==> config.mk <==
export PLATFORM = sky130hd
export DESIGN_NAME = mapq_regs
export DESIGN_NICKNAME = d
export VERILOG_FILES = /design/src/mapq_regs.v
export VERILOG_INCLUDE_DIRS = /design/src
export SDC_FILE = /design/constraint.sdc
export NUM_CORES = 2
export LEC_CHECK = 0
export BUFFER_PORTS_ARGS = -buffer_cell sky130_fd_sc_hd__buf_2
export CAP_MARGIN = 20
export CELL_PAD_IN_SITES_DETAIL_PLACEMENT = 0
export CELL_PAD_IN_SITES_GLOBAL_PLACEMENT = 2
export CORE_MARGIN = 8
export CORE_UTILIZATION = 25
export CTS_CLUSTER_SIZE = 10
export DETAILED_ROUTE_END_ITERATION = 7
export PLACE_DENSITY_LB_ADDON = 0.1
export SLEW_MARGIN = 20
export SYNTH_ARGS = -nofsm -noshare
export SYNTH_HDL_FRONTEND = slang
export SYNTH_SLANG_ARGS = --single-unit
==> constraint.sdc <==
create_clock -name sys_clk -period 6.2 [get_ports sys_clk]
set_input_delay 1.86 -clock sys_clk [delete_from_list [all_inputs] [get_ports sys_clk]]
set_output_delay 1.86 -clock sys_clk [all_outputs]
set_load 0.05 [all_outputs]
==> src/mapq_map.vh <==
`ifndef MAPQ_MAP_VH
`define MAPQ_MAP_VH

// ----------------------------------------------------------------
// Register offsets
// ----------------------------------------------------------------
`define MAPQ_ACTIVE_POWER_ACCUM 12'h39D
`define MAPQ_ACTIVE_ENERGY_LOW 12'h39E
`define MAPQ_ACTIVE_ENERGY_HIGH 12'h39F
`define MAPQ_APPARENT_POWER_ACCUM 12'h3B1
`define MAPQ_APPARENT_ENERGY_LOW 12'h3B2
`define MAPQ_APPARENT_ENERGY_HIGH 12'h3B3
`define MAPQ_REACTIVE_POWER_ACCUM 12'h3BB
`define MAPQ_REACTIVE_ENERGY_LOW 12'h3BC
`define MAPQ_REACTIVE_ENERGY_HIGH 12'h3BD
`define MAPQ_POSITIVE_ACTIVE_ACCUM 12'h3EB
`define MAPQ_NEGATIVE_ACTIVE_ACCUM 12'h3EF
`define MAPQ_POSITIVE_REACTIVE_ACCUM 12'h3F3
`define MAPQ_NEGATIVE_REACTIVE_ACCUM 12'h3F7
`define MAPQ_CURRENT_PEAK 12'h400
`define MAPQ_VOLTAGE_PEAK 12'h401
`define MAPQ_IRQ_STATUS_TIER1 12'h402
`define MAPQ_IRQ_ENABLE_TIER1 12'h405
`define MAPQ_OVERCURRENT_THRESHOLD 12'h409
`define MAPQ_OVERCURRENT_VALUE_A 12'h40A
`define MAPQ_OVERCURRENT_VALUE_B 12'h40B
`define MAPQ_USER_LINE_PERIOD 12'h40E
`define MAPQ_VOLTAGE_LEVEL_REF 12'h40F
`define MAPQ_DIP_THRESHOLD 12'h410
`define MAPQ_DIP_VALUE 12'h411
`define MAPQ_SWELL_THRESHOLD 12'h414
`define MAPQ_SWELL_VALUE 12'h415
`define MAPQ_MEASURED_LINE_PERIOD 12'h418
`define MAPQ_ACTIVE_NOLOAD_THRESHOLD 12'h41C
`define MAPQ_REACTIVE_NOLOAD_THRESHOLD 12'h41D
`define MAPQ_APPARENT_NOLOAD_THRESHOLD 12'h41E
`define MAPQ_NOLOAD_STATE 12'h41F
`define MAPQ_PULSE_RATE_THRESHOLD 12'h420

// ----------------------------------------------------------------
// Reset values
// ----------------------------------------------------------------
`define MAPQ_RST_ZERO 32'h00000000
`define MAPQ_RST_OVERCURRENT_THR 32'h00FFFFFF
`define MAPQ_RST_LINE_PERIOD 32'h00500000
`define MAPQ_RST_VOLTAGE_LEVEL 32'h0045D450
`define MAPQ_RST_DIP_VALUE 32'h007FFFFF
`define MAPQ_RST_SWELL_THR 32'h00FFFFFF
`define MAPQ_RST_NOLOAD_THR 32'h00008225
`define MAPQ_RST_PULSE_RATE 32'h00100000

// ----------------------------------------------------------------
// Field positions of the no-load state word
// ----------------------------------------------------------------
`define MAPQ_NL_ACTIVE_BIT 0
`define MAPQ_NL_REACTIVE_BIT 1
`define MAPQ_NL_APPARENT_BIT 2

`endif

==> src/mapq_regs.v <==
`timescale 1ns/1ps
`include "mapq_map.vh"

module mapq_regs (
    input wire sys_clk, // 40 MHz core clock
    input wire reset_n, // Asynchronous reset, active low
    input wire regWrite, // One-cycle register write strobe
    input wire regRead, // One-cycle register read strobe
    input wire [11:0] regAddr, // Register offset
    input wire [31:0] regWdata, // Write data
    output reg [31:0] regRdata_ff, // Read data, one cycle after strobe
    output reg regRvalid_ff, // Read data valid pulse
    input wire sampleStrobe, // One pulse per 4 kSPS sample
    input wire [31:0] instantActivePower, // Signed total active power
    input wire [31:0] instantApparentPower, // Apparent power
    input wire [31:0] instantReactivePower, // Signed reactive power
    input wire [15:0] powerAccumSampleCount, // Samples per power update
    input wire [15:0] energyAccumTime, // Samples per energy update
    input wire energyPulseConfig, // High enables energy accumulation
    input wire [31:0] currentPeakIn, // Current peak from datapath
    input wire [31:0] voltagePeakIn, // Voltage peak from datapath
    input wire rmsStrobe, // Half-cycle fast rms update pulse
    input wire [31:0] currentAFastRms, // Channel A half-cycle fast rms
    input wire [31:0] currentBFastRms, // Channel B half-cycle fast rms
    input wire [31:0] voltageFastRms, // Voltage half-cycle fast rms
    input wire overcurrentAEnable, // Overcurrent detect channel A
    input wire overcurrentBEnable, // Overcurrent detect channel B
    input wire periodStrobe, // New measured line period pulse
    input wire [31:0] measuredPeriodIn, // Measured line period
    input wire userPeriodSelect, // Use programmed period for rms
    input wire [31:0] statusEvents, // Status set pulses, one per bit
    output reg [31:0] rmsPeriod_ff, // Period used by fast rms
    output reg [31:0] voltageLevel_ff, // Level to reactive computation
    output reg [31:0] pulseRateLimit_ff, // Pulse converter rate cap
    output reg irqRequest_ff // Interrupt request, active high
);

// ----------------------------------------------------------------
// Storage
// ----------------------------------------------------------------
reg [31:0] activeAccum_ff; // Published active power
reg [31:0] apparentAccum_ff; // Published apparent power
reg [31:0] reactiveAccum_ff; // Published reactive power
reg [31:0] posActive_ff; // Published positive active
reg [31:0] negActive_ff; // Published negative active
reg [31:0] posReactive_ff; // Published positive reactive
reg [31:0] negReactive_ff; // Published negative reactive
reg [31:0] sumActive_ff; // Running active sum
reg [31:0] sumApparent_ff; // Running apparent sum
reg [31:0] sumReactive_ff; // Running reactive sum
reg [31:0] sumPosAct_ff; // Running positive active sum
reg [31:0] sumNegAct_ff; // Running negative active sum
reg [31:0] sumPosReact_ff; // Running positive reactive sum
reg [31:0] sumNegReact_ff; // Running negative reactive sum
reg [15:0] powerCount_ff; // Samples seen in this power window
reg [63:0] energyActive_ff; // Running active energy
reg [63:0] energyApparent_ff; // Running apparent energy
reg [63:0] energyReactive_ff; // Running reactive energy
reg [63:0] shownActive_ff; // Published active energy pair
reg [63:0] shownApparent_ff; // Published apparent energy pair
reg [63:0] shownReactive_ff; // Published reactive energy pair
reg [15:0] energyCount_ff; // Samples seen in this energy window
reg [31:0] currentPeak_ff; // Current peak
reg [31:0] voltagePeak_ff; // Voltage peak
reg [31:0] status_ff; // Tier-one status
reg [31:0] enable_ff; // Tier-one enable
reg [31:0] ocThreshold_ff; // Overcurrent threshold
reg [31:0] ocValueA_ff; // Captured overcurrent A
reg [31:0] ocValueB_ff; // Captured overcurrent B
reg [31:0] userPeriod_ff; // Programmed line period
reg [31:0] dipThreshold_ff; // Dip threshold
reg [31:0] dipValue_ff; // Captured dip rms
reg [31:0] swellThreshold_ff; // Swell threshold
reg [31:0] swellValue_ff; // Captured swell rms
reg [31:0] measPeriod_ff; // Measured line period
reg [31:0] nlActiveThr_ff; // Active no-load threshold
reg [31:0] nlReactiveThr_ff; // Reactive no-load threshold
reg [31:0] nlApparentThr_ff; // Apparent no-load threshold
reg [2:0] noload_ff; // No-load flags

// ----------------------------------------------------------------
// Sample classification
// ----------------------------------------------------------------
wire actNeg = instantActivePower[31]; // Sign of active sample
wire reactNeg = instantReactivePower[31]; // Sign of reactive sample
wire [31:0] actMag = actNeg ? (~instantActivePower + 32'h00000001)
                            : instantActivePower; // Magnitude
wire [31:0] reactMag = reactNeg
    ? (~instantReactivePower + 32'h00000001)
    : instantReactivePower; // Magnitude of reactive sample
// Window ends on the last counted sample; zero count acts as one
wire powerDone = sampleStrobe &&
    (powerCount_ff + 16'h0001 >= powerAccumSampleCount);
wire energyDone = sampleStrobe &&
    (energyCount_ff + 16'h0001 >= energyAccumTime);
// Final window sums including the sample now arriving
wire [31:0] endActive = sumActive_ff + instantActivePower;
wire [31:0] endApparent = sumApparent_ff + instantApparentPower;
wire [31:0] endReactive = sumReactive_ff + instantReactivePower;
wire [31:0] endActMag = endActive[31] ? (~endActive + 32'h00000001)
                                      : endActive;
wire [31:0] endReactMag = endReactive[31]
    ? (~endReactive + 32'h00000001) : endReactive;
// Sign-extended active and reactive, zero-extended apparent, for the wide energy sums
wire [63:0] wideActive = {{32{actNeg}}, instantActivePower};
wire [63:0] wideReactive = {{32{reactNeg}}, instantReactivePower};
wire [63:0] wideApparent = {32'h00000000, instantApparentPower};

// ----------------------------------------------------------------
// Power accumulation windows
// ----------------------------------------------------------------
// Sums restart with the closing sample excluded, so no sample is
// counted twice across a window edge.
always @(posedge sys_clk or negedge reset_n) begin
    if (!reset_n) begin
        powerCount_ff <= 16'h0000;
        sumActive_ff <= `MAPQ_RST_ZERO;
        sumApparent_ff <= `MAPQ_RST_ZERO;
        sumReactive_ff <= `MAPQ_RST_ZERO;
        sumPosAct_ff <= `MAPQ_RST_ZERO;
        sumNegAct_ff <= `MAPQ_RST_ZERO;
        sumPosReact_ff <= `MAPQ_RST_ZERO;
        sumNegReact_ff <= `MAPQ_RST_ZERO;
        activeAccum_ff <= `MAPQ_RST_ZERO;
        apparentAccum_ff <= `MAPQ_RST_ZERO;
        reactiveAccum_ff <= `MAPQ_RST_ZERO;
        posActive_ff <= `MAPQ_RST_ZERO;
        negActive_ff <= `MAPQ_RST_ZERO;
        posReactive_ff <= `MAPQ_RST_ZERO;
        negReactive_ff <= `MAPQ_RST_ZERO;
        noload_ff <= 3'h0;
    end else if (powerDone) begin
        // Publish all power results at once
        powerCount_ff <= 16'h0000;
        activeAccum_ff <= endActive;
        apparentAccum_ff <= endApparent;
        reactiveAccum_ff <= endReactive;
        posActive_ff <= actNeg ? sumPosAct_ff
                               : sumPosAct_ff + actMag;
        negActive_ff <= actNeg ? sumNegAct_ff + actMag
                               : sumNegAct_ff;
        posReactive_ff <= reactNeg ? sumPosReact_ff
                                   : sumPosReact_ff + reactMag;
        negReactive_ff <= reactNeg ? sumNegReact_ff + reactMag
                                   : sumNegReact_ff;
        // Below threshold over the window means no load
        noload_ff[`MAPQ_NL_ACTIVE_BIT] <= endActMag < nlActiveThr_ff;
        noload_ff[`MAPQ_NL_REACTIVE_BIT] <=
            endReactMag < nlReactiveThr_ff;
        noload_ff[`MAPQ_NL_APPARENT_BIT] <=
            endApparent < nlApparentThr_ff;
        sumActive_ff <= `MAPQ_RST_ZERO;
        sumApparent_ff <= `MAPQ_RST_ZERO;
        sumReactive_ff <= `MAPQ_RST_ZERO;
        sumPosAct_ff <= `MAPQ_RST_ZERO;
        sumNegAct_ff <= `MAPQ_RST_ZERO;
        sumPosReact_ff <= `MAPQ_RST_ZERO;
        sumNegReact_ff <= `MAPQ_RST_ZERO;
    end else if (sampleStrobe) begin
        // Sums wrap at 32 bits; the host must pick a short window
        powerCount_ff <= powerCount_ff + 16'h0001;
        sumActive_ff <= endActive;
        sumApparent_ff <= endApparent;
        sumReactive_ff <= endReactive;
        if (actNeg) begin
            sumNegAct_ff <= sumNegAct_ff + actMag;
        end else begin
            sumPosAct_ff <= sumPosAct_ff + actMag;
        end
        if (reactNeg) begin
            sumNegReact_ff <= sumNegReact_ff + reactMag;
        end else begin
            sumPosReact_ff <= sumPosReact_ff + reactMag;
        end
    end
end

// ----------------------------------------------------------------
// Energy accumulation
// ----------------------------------------------------------------
// Energy runs on, never cleared, and is copied out as one 64-bit
// snapshot so the low and high words always belong together.
always @(posedge sys_clk or negedge reset_n) begin
    if (!reset_n) begin
        energyCount_ff <= 16'h0000;
        energyActive_ff <= 64'h0000000000000000;
        energyApparent_ff <= 64'h0000000000000000;
        energyReactive_ff <= 64'h0000000000000000;
        shownActive_ff <= 64'h0000000000000000;
        shownApparent_ff <= 64'h0000000000000000;
        shownReactive_ff <= 64'h0000000000000000;
    end else if (sampleStrobe && energyPulseConfig) begin
        energyActive_ff <= energyActive_ff + wideActive;
        energyApparent_ff <= energyApparent_ff + wideApparent;
        energyReactive_ff <= energyReactive_ff + wideReactive;
        if (energyDone) begin
            energyCount_ff <= 16'h0000;
            shownActive_ff <= energyActive_ff + wideActive;
            shownApparent_ff <= energyApparent_ff + wideApparent;
            shownReactive_ff <= energyReactive_ff + wideReactive;
        end else begin
            energyCount_ff <= energyCount_ff + 16'h0001;
        end
    end
end

// ----------------------------------------------------------------
// Peaks, power quality captures and line period
// ----------------------------------------------------------------
always @(posedge sys_clk or negedge reset_n) begin
    if (!reset_n) begin
        currentPeak_ff <= `MAPQ_RST_ZERO;
        voltagePeak_ff <= `MAPQ_RST_ZERO;
        ocValueA_ff <= `MAPQ_RST_ZERO;
        ocValueB_ff <= `MAPQ_RST_ZERO;
        dipValue_ff <= `MAPQ_RST_DIP_VALUE;
        swellValue_ff <= `MAPQ_RST_ZERO;
        measPeriod_ff <= `MAPQ_RST_LINE_PERIOD;
        rmsPeriod_ff <= `MAPQ_RST_LINE_PERIOD;
    end else begin
        // Peaks follow the datapath each sample
        if (sampleStrobe) begin
            currentPeak_ff <= currentPeakIn;
            voltagePeak_ff <= voltagePeakIn;
        end
        if (rmsStrobe) begin
            // Overcurrent captures only when enabled and strictly above; dip strictly below, swell strictly above
            if (overcurrentAEnable &&
                currentAFastRms > ocThreshold_ff) begin
                ocValueA_ff <= currentAFastRms;
            end
            if (overcurrentBEnable &&
                currentBFastRms > ocThreshold_ff) begin
                ocValueB_ff <= currentBFastRms;
            end
            if (voltageFastRms < dipThreshold_ff) begin
                dipValue_ff <= voltageFastRms;
            end
            if (voltageFastRms > swellThreshold_ff) begin
                swellValue_ff <= voltageFastRms;
            end
        end
        if (periodStrobe) begin
            measPeriod_ff <= measuredPeriodIn;
        end
        // Period for the one-cycle rms, selected every cycle
        rmsPeriod_ff <= userPeriodSelect ? userPeriod_ff
                                         : measPeriod_ff;
    end
end

// ----------------------------------------------------------------
// Host-writable registers
// ----------------------------------------------------------------
wire statusHit = regWrite && (regAddr == `MAPQ_IRQ_STATUS_TIER1);

always @(posedge sys_clk or negedge reset_n) begin
    if (!reset_n) begin
        enable_ff <= `MAPQ_RST_ZERO;
        ocThreshold_ff <= `MAPQ_RST_OVERCURRENT_THR;
        userPeriod_ff <= `MAPQ_RST_LINE_PERIOD;
        voltageLevel_ff <= `MAPQ_RST_VOLTAGE_LEVEL;
        dipThreshold_ff <= `MAPQ_RST_ZERO;
        swellThreshold_ff <= `MAPQ_RST_SWELL_THR;
        nlActiveThr_ff <= `MAPQ_RST_NOLOAD_THR;
        nlReactiveThr_ff <= `MAPQ_RST_NOLOAD_THR;
        nlApparentThr_ff <= `MAPQ_RST_NOLOAD_THR;
        pulseRateLimit_ff <= `MAPQ_RST_PULSE_RATE;
    end else if (regWrite) begin
        // Read-only and unmapped offsets ignore writes
        case (regAddr)
            `MAPQ_IRQ_ENABLE_TIER1: enable_ff <= regWdata;
            `MAPQ_OVERCURRENT_THRESHOLD: ocThreshold_ff <= regWdata;
            `MAPQ_USER_LINE_PERIOD: userPeriod_ff <= regWdata;
            `MAPQ_VOLTAGE_LEVEL_REF: voltageLevel_ff <= regWdata;
            `MAPQ_DIP_THRESHOLD: dipThreshold_ff <= regWdata;
            `MAPQ_SWELL_THRESHOLD: swellThreshold_ff <= regWdata;
            `MAPQ_ACTIVE_NOLOAD_THRESHOLD: begin
                nlActiveThr_ff <= regWdata;
            end
            `MAPQ_REACTIVE_NOLOAD_THRESHOLD: begin
                nlReactiveThr_ff <= regWdata;
            end
            `MAPQ_APPARENT_NOLOAD_THRESHOLD: begin
                nlApparentThr_ff <= regWdata;
            end
            `MAPQ_PULSE_RATE_THRESHOLD: begin
                pulseRateLimit_ff <= regWdata;
            end
            default: begin
                // Nothing stored
            end
        endcase
    end
end

// ----------------------------------------------------------------
// Tier-one status and interrupt request
// ----------------------------------------------------------------
// Writing one clears a bit; an event in the same cycle wins.
always @(posedge sys_clk or negedge reset_n) begin
    if (!reset_n) begin
        status_ff <= `MAPQ_RST_ZERO;
        irqRequest_ff <= 1'b0;
    end else begin
        status_ff <= (status_ff & ~(statusHit ? regWdata : 32'h00000000))
                     | statusEvents;
        // Registered, so the request trails the status by a cycle
        irqRequest_ff <= |(status_ff & enable_ff);
    end
end

// ----------------------------------------------------------------
// Read path
// ----------------------------------------------------------------
// Offset decode for reads
reg [31:0] nxt_rdata; // Selected read word

always @* begin
    nxt_rdata = 32'h00000000;
    case (regAddr)
        `MAPQ_ACTIVE_POWER_ACCUM: nxt_rdata = activeAccum_ff;
        `MAPQ_ACTIVE_ENERGY_LOW: nxt_rdata = shownActive_ff[31:0];
        `MAPQ_ACTIVE_ENERGY_HIGH: nxt_rdata = shownActive_ff[63:32];
        `MAPQ_APPARENT_POWER_ACCUM: nxt_rdata = apparentAccum_ff;
        `MAPQ_APPARENT_ENERGY_LOW: nxt_rdata = shownApparent_ff[31:0];
        `MAPQ_APPARENT_ENERGY_HIGH: nxt_rdata = shownApparent_ff[63:32];
        `MAPQ_REACTIVE_POWER_ACCUM: nxt_rdata = reactiveAccum_ff;
        `MAPQ_REACTIVE_ENERGY_LOW: nxt_rdata = shownReactive_ff[31:0];
        `MAPQ_REACTIVE_ENERGY_HIGH: nxt_rdata = shownReactive_ff[63:32];
        `MAPQ_POSITIVE_ACTIVE_ACCUM: nxt_rdata = posActive_ff;
        `MAPQ_NEGATIVE_ACTIVE_ACCUM: nxt_rdata = negActive_ff;
        `MAPQ_POSITIVE_REACTIVE_ACCUM: nxt_rdata = posReactive_ff;
        `MAPQ_NEGATIVE_REACTIVE_ACCUM: nxt_rdata = negReactive_ff;
        `MAPQ_CURRENT_PEAK: nxt_rdata = currentPeak_ff;
        `MAPQ_VOLTAGE_PEAK: nxt_rdata = voltagePeak_ff;
        `MAPQ_IRQ_STATUS_TIER1: nxt_rdata = status_ff;
        `MAPQ_IRQ_ENABLE_TIER1: nxt_rdata = enable_ff;
        `MAPQ_OVERCURRENT_THRESHOLD: nxt_rdata = ocThreshold_ff;
        `MAPQ_OVERCURRENT_VALUE_A: nxt_rdata = ocValueA_ff;
        `MAPQ_OVERCURRENT_VALUE_B: nxt_rdata = ocValueB_ff;
        `MAPQ_USER_LINE_PERIOD: nxt_rdata = userPeriod_ff;
        `MAPQ_VOLTAGE_LEVEL_REF: nxt_rdata = voltageLevel_ff;
        `MAPQ_DIP_THRESHOLD: nxt_rdata = dipThreshold_ff;
        `MAPQ_DIP_VALUE: nxt_rdata = dipValue_ff;
        `MAPQ_SWELL_THRESHOLD: nxt_rdata = swellThreshold_ff;
        `MAPQ_SWELL_VALUE: nxt_rdata = swellValue_ff;
        `MAPQ_MEASURED_LINE_PERIOD: nxt_rdata = measPeriod_ff;
        `MAPQ_ACTIVE_NOLOAD_THRESHOLD: nxt_rdata = nlActiveThr_ff;
        `MAPQ_REACTIVE_NOLOAD_THRESHOLD: nxt_rdata = nlReactiveThr_ff;
        `MAPQ_APPARENT_NOLOAD_THRESHOLD: nxt_rdata = nlApparentThr_ff;
        `MAPQ_NOLOAD_STATE: nxt_rdata = {29'h0, noload_ff};
        `MAPQ_PULSE_RATE_THRESHOLD: nxt_rdata = pulseRateLimit_ff;
        default: nxt_rdata = 32'h00000000; // Unmapped reads zero
    endcase
end

// Data held until the next read
always @(posedge sys_clk or negedge reset_n) begin
    if (!reset_n) begin
        regRdata_ff <= 32'h00000000;
        regRvalid_ff <= 1'b0;
    end else begin
        regRvalid_ff <= regRead;
        if (regRead) begin
            regRdata_ff <= nxt_rdata;
        end
    end
end

endmodule

==> results by group <==
Synthesis
  – Synthesized cell area: 0.09224 mm²
  – Post-synth top flop: dfrtp_1
  – Area contributors post-synth: dfrtp_1 (38%), ha_1 (8.6%), mux2_2 (7.8%)
  – Cells after Synth: 9,584
  – Asr flop ratio synth: 100.0%
  – Synth warn: 0
  – Post-synth EDFFs: 0
  – Synthesized flop and latch total: 1,509
  – Sequential area share after synthesis: between 40 and 50%
  – Avg Inst Size Synth: between 9 and 10 µm²
  – Unique masters post-synth: 123
  – Post-Syn Nets: 10,634
  – Cell with the most instances after synthesis: nand2_1
  – Post-synth top cells: nand2_1 (1,558), dfrtp_1 (1,407), mux2_2 (643), ha_1 (633), o21ai_0 (507)
  – Leading area contributor after synthesis: dfrtp_1
  – Proportion of netlist area held by the largest area contributor: 38.17%

Clock network
  – Clk sinks: between 1,500 and 2,000
  – H-tree depth: 4
  – Clk_lat worst skew: roughly 0.97 ns
  – Clock root cell: clkbuf_16
  – Clock slew at reported path FFs: 0.06 ns
  – Cts bufs inserted: 206
  – CTS tree: done
  – Max Root-Sink Buffers: 4
  – CTS Hold Bufs: 0

Global route
  – Gr ovfl total: 0
  – Vias in the first global route: 84,375
  – GRT Overall Usage: 26.76%
  – First-pass GRT wire length: 732.0 mm
  – Largest net degree at the start of global routing: between 100 and 150
  – Antenna violations before repair: 101

Worst setup path
  – Worst reg2reg path depth: 26
  – Crit Path Max Fanout: 2
  – Critical R2R Launch: sumApparent_ff[0]
  – WS Path Type: in -> reg
  – Critical path capture point: noload_ff[2]
  – Slowest cell on the critical path: a221oi_2
  – Arrival @ worst endpoint: 6.75 ns
  – Worst path max stage delay: 0.48 ns
  – Startpoint Class: input port
  – Critical Path Source: instantApparentPower[0]
  – Worst path required time: 7.04 ns
  – Setup crit end kind: flop
  – Reg2reg end: noload_ff[2]
  – Reg2Reg Setup Slack: 0.96 ns

STA
  – Min cycle time layout: 5.913 ns
  – Slew Limit Headroom: 17.24%
  – Worst Clk Skew: between 0.1 and 0.15 ns
  – Final Hold Vio Count: 0
  – Final Setup Violations: 0
  – Final period util: between 90% and 100%
  – Final setup TNS: 0 ns
  – Fmax: ~170 MHz
  – RSZ-0062 raised after global routing: false
  – Fin Hold WS: ~0.47 ns
  – Final count of pins violating max slew: 0
  – Worst-Margin Slew: 1.233 ns
  – PnR worst setup slack: roughly 0.29 ns

Final layout
  – Layout cell share with drive strength beyond 1: between 20% and 30%
  – Area Growth Syn to Fin: 24.53%
  – Final cell count without fillers: 15,944
  – Cell area after layout: 0.1149 mm²
  – Layout Nets: 11,946
  – FILL cells: 38,595

Power
  – Internal power: roughly 0.032 W
  – Switching portion of total power: 43.05%
  – Clock share of power: 22.1%
  – Pleak: ~54 nW
  – Gate power share: around 52%
  – Switching power total: between 0.02 and 0.025 W
  – PD cells: 482.0 mW/mm²
  – Reg power frac: 26.3%
  – Worst vdd ir: 0.2472 mV

Detailed routing
  – # DRC: 4
  – Vias per Instance: ~5.3
  – First-pass detailed-route iteration total: 8
  – Vias: 84,206
  – Routed Antenna Nets: 0
  – Wire per inst: 33.86 µm
  – Routed WL: 539.9 mm
  – Initial DRC count: roughly 7,700

Placement
  – Routability Congestion: 0.9831
  – DP Worst Slack: -0.6614 ns
  – Post-DP HPWL: 432.6 mm
  – Post-DP Area: 0.1080 mm²
  – Port-buffer cells: approximately 540
  – DP Cell Count: 15,524

Outcome
  – Failing checks: design-rule violations
  – Status: finished, violations left

Floorplanning
  – Die Y: 623.4 µm
  – IO Count: 537
  – Initial Utilization: 25.06%
  – Die ar.: 0.3886 mm²
  – Row cnt: 223
  – Core area: 0.3680 mm²
  – Die X: slightly above 600 µm

Flow run
  – Max Cap Viol: 0

Min path
  – Worst hold path type: reg -> reg
[cells in the final DEF, fill, tap and decap left out, drive strengths merged, types with 69 or more instances in the layout]
cell and count:
a22oi 151, nand4 175, dfstp 102, o21ai 542, a22o 194, a222oi 86, buf 1610, mux2i 82
mux2 646, and3 72, nand3 137, nor2 361, nand2b 75, inv 395, clkbuf 325, a221oi 134
xor2 197, nand2 1562, nor3 122, o21a 69, a21oi 437, o2bb2ai 102, dfrtp 1407, xnor2 348
a21o 339, ha 633
[worst min path at each step]
stage	endpoint	cells after the start	slack [ns]	start
after CTS	apparentAccum_ff[9]	2	0.48	apparentAccum_ff[9]
after floorplan	shownReactive_ff[19]	2	0.44	shownReactive_ff[19]
after global routing	energyApparent_ff[30]	2	0.50	energyApparent_ff[30]
after global placement	apparentAccum_ff[9]	2	0.46	apparentAccum_ff[9]
final	energyApparent_ff[30]	2	0.47	energyApparent_ff[30]
after detailed placement	apparentAccum_ff[9]	2	0.46	apparentAccum_ff[9]
[timing repair]
action,4_1_cts,5_1_grt
buffers inserted,0,0
setup endpoints to repair,0,3
resized for setup,0,9
[power groups by stage]
stage / Clock [W] / Sequential, W / Combinational, W
floorplan: 0 / 0.0134 / 0.0163
global placement: 0 / 0.0147 / 0.0286
detailed placement: 0 / 0.0147 / 0.0286
CTS: 0.0126 / 0.0145 / 0.0287
global route: 0.0129 / 0.0147 / 0.0314
finish: 0.0122 / 0.0145 / 0.0286
[critical path, delay by kind of cell]
| family | cells | cell delay (ns) |
|---|---|---|
| adder cells (fa/ha/maj) | 3 | 0.79 |
| buffers and inverters | 4 | 0.43 |
| AND/OR/NAND/NOR | 3 | 0.18 |
| XOR/XNOR | 1 | 0.16 |
| AO/OA/AOI/OAI | 16 | 3.30 |
[flip-flops by register name, summed over array words and instances, names as in the netlist, 64 cells and up]
signal and cells:
shownApparent_ff 64, energyActive_ff 64, shownReactive_ff 64, shownActive_ff 64, energyApparent_ff 64, energyReactive_ff 64
[stage by stage]
stage / utilization, % / power, W
global placement: 29.35 / 0.04322
finish: 31.21 / 0.05537
detailed placement: 29.35 / 0.04323
global route: 31.19 / 0.05908
CTS: 31.16 / 0.05583
floorplan: - / 0.02971
[logic make-up (layout without fill, tap and decap cells)]
| kind of cell | after synthesis | count (layout) | share of synthesized area [%] |
|---|---|---|---|
| flops | 1509 | 1509 | 41.08 |
| xor+xnor | 545 | 545 | 5.232 |
| buf+inv | 901 | 2377 | 3.800 |
| simple gates | 2772 | 2772 | 13.59 |
| other cells | 0 | 47 | 0 |
| fa+ha+maj | 643 | 643 | 8.804 |
| mux | 728 | 728 | 8.776 |
| compound gates | 2486 | 2486 | 18.72 |
[layer usage]
metal	vias to the layer above	part of all wire [%]	wire length (µm)	GRT usage [%]
met3	705	5.4	29010	3.656
li1	37377	-	-	-
met4	16	5.3	28470	11.70
met2	2782	45	241400	42.53
met1	43326	45	240900	36.28
met5	-	0.019	103	0
[area by class of cell]
type	instances	area, µm²	area share [%]
Tap cell	4837	6052	5.269
Clock inverter	48	586.8	0.5109
Timing Repair Buffer	1611	11400	9.927
Clock buffer	324	6093	5.305
Antenna cell	47	117.6	0.1024
Multi-Input combinational cell	7174	51240	44.61
Inverter	394	1484	1.292
Sequential cell	1509	37890	32.98
Power figures use the tool's default switching activity.
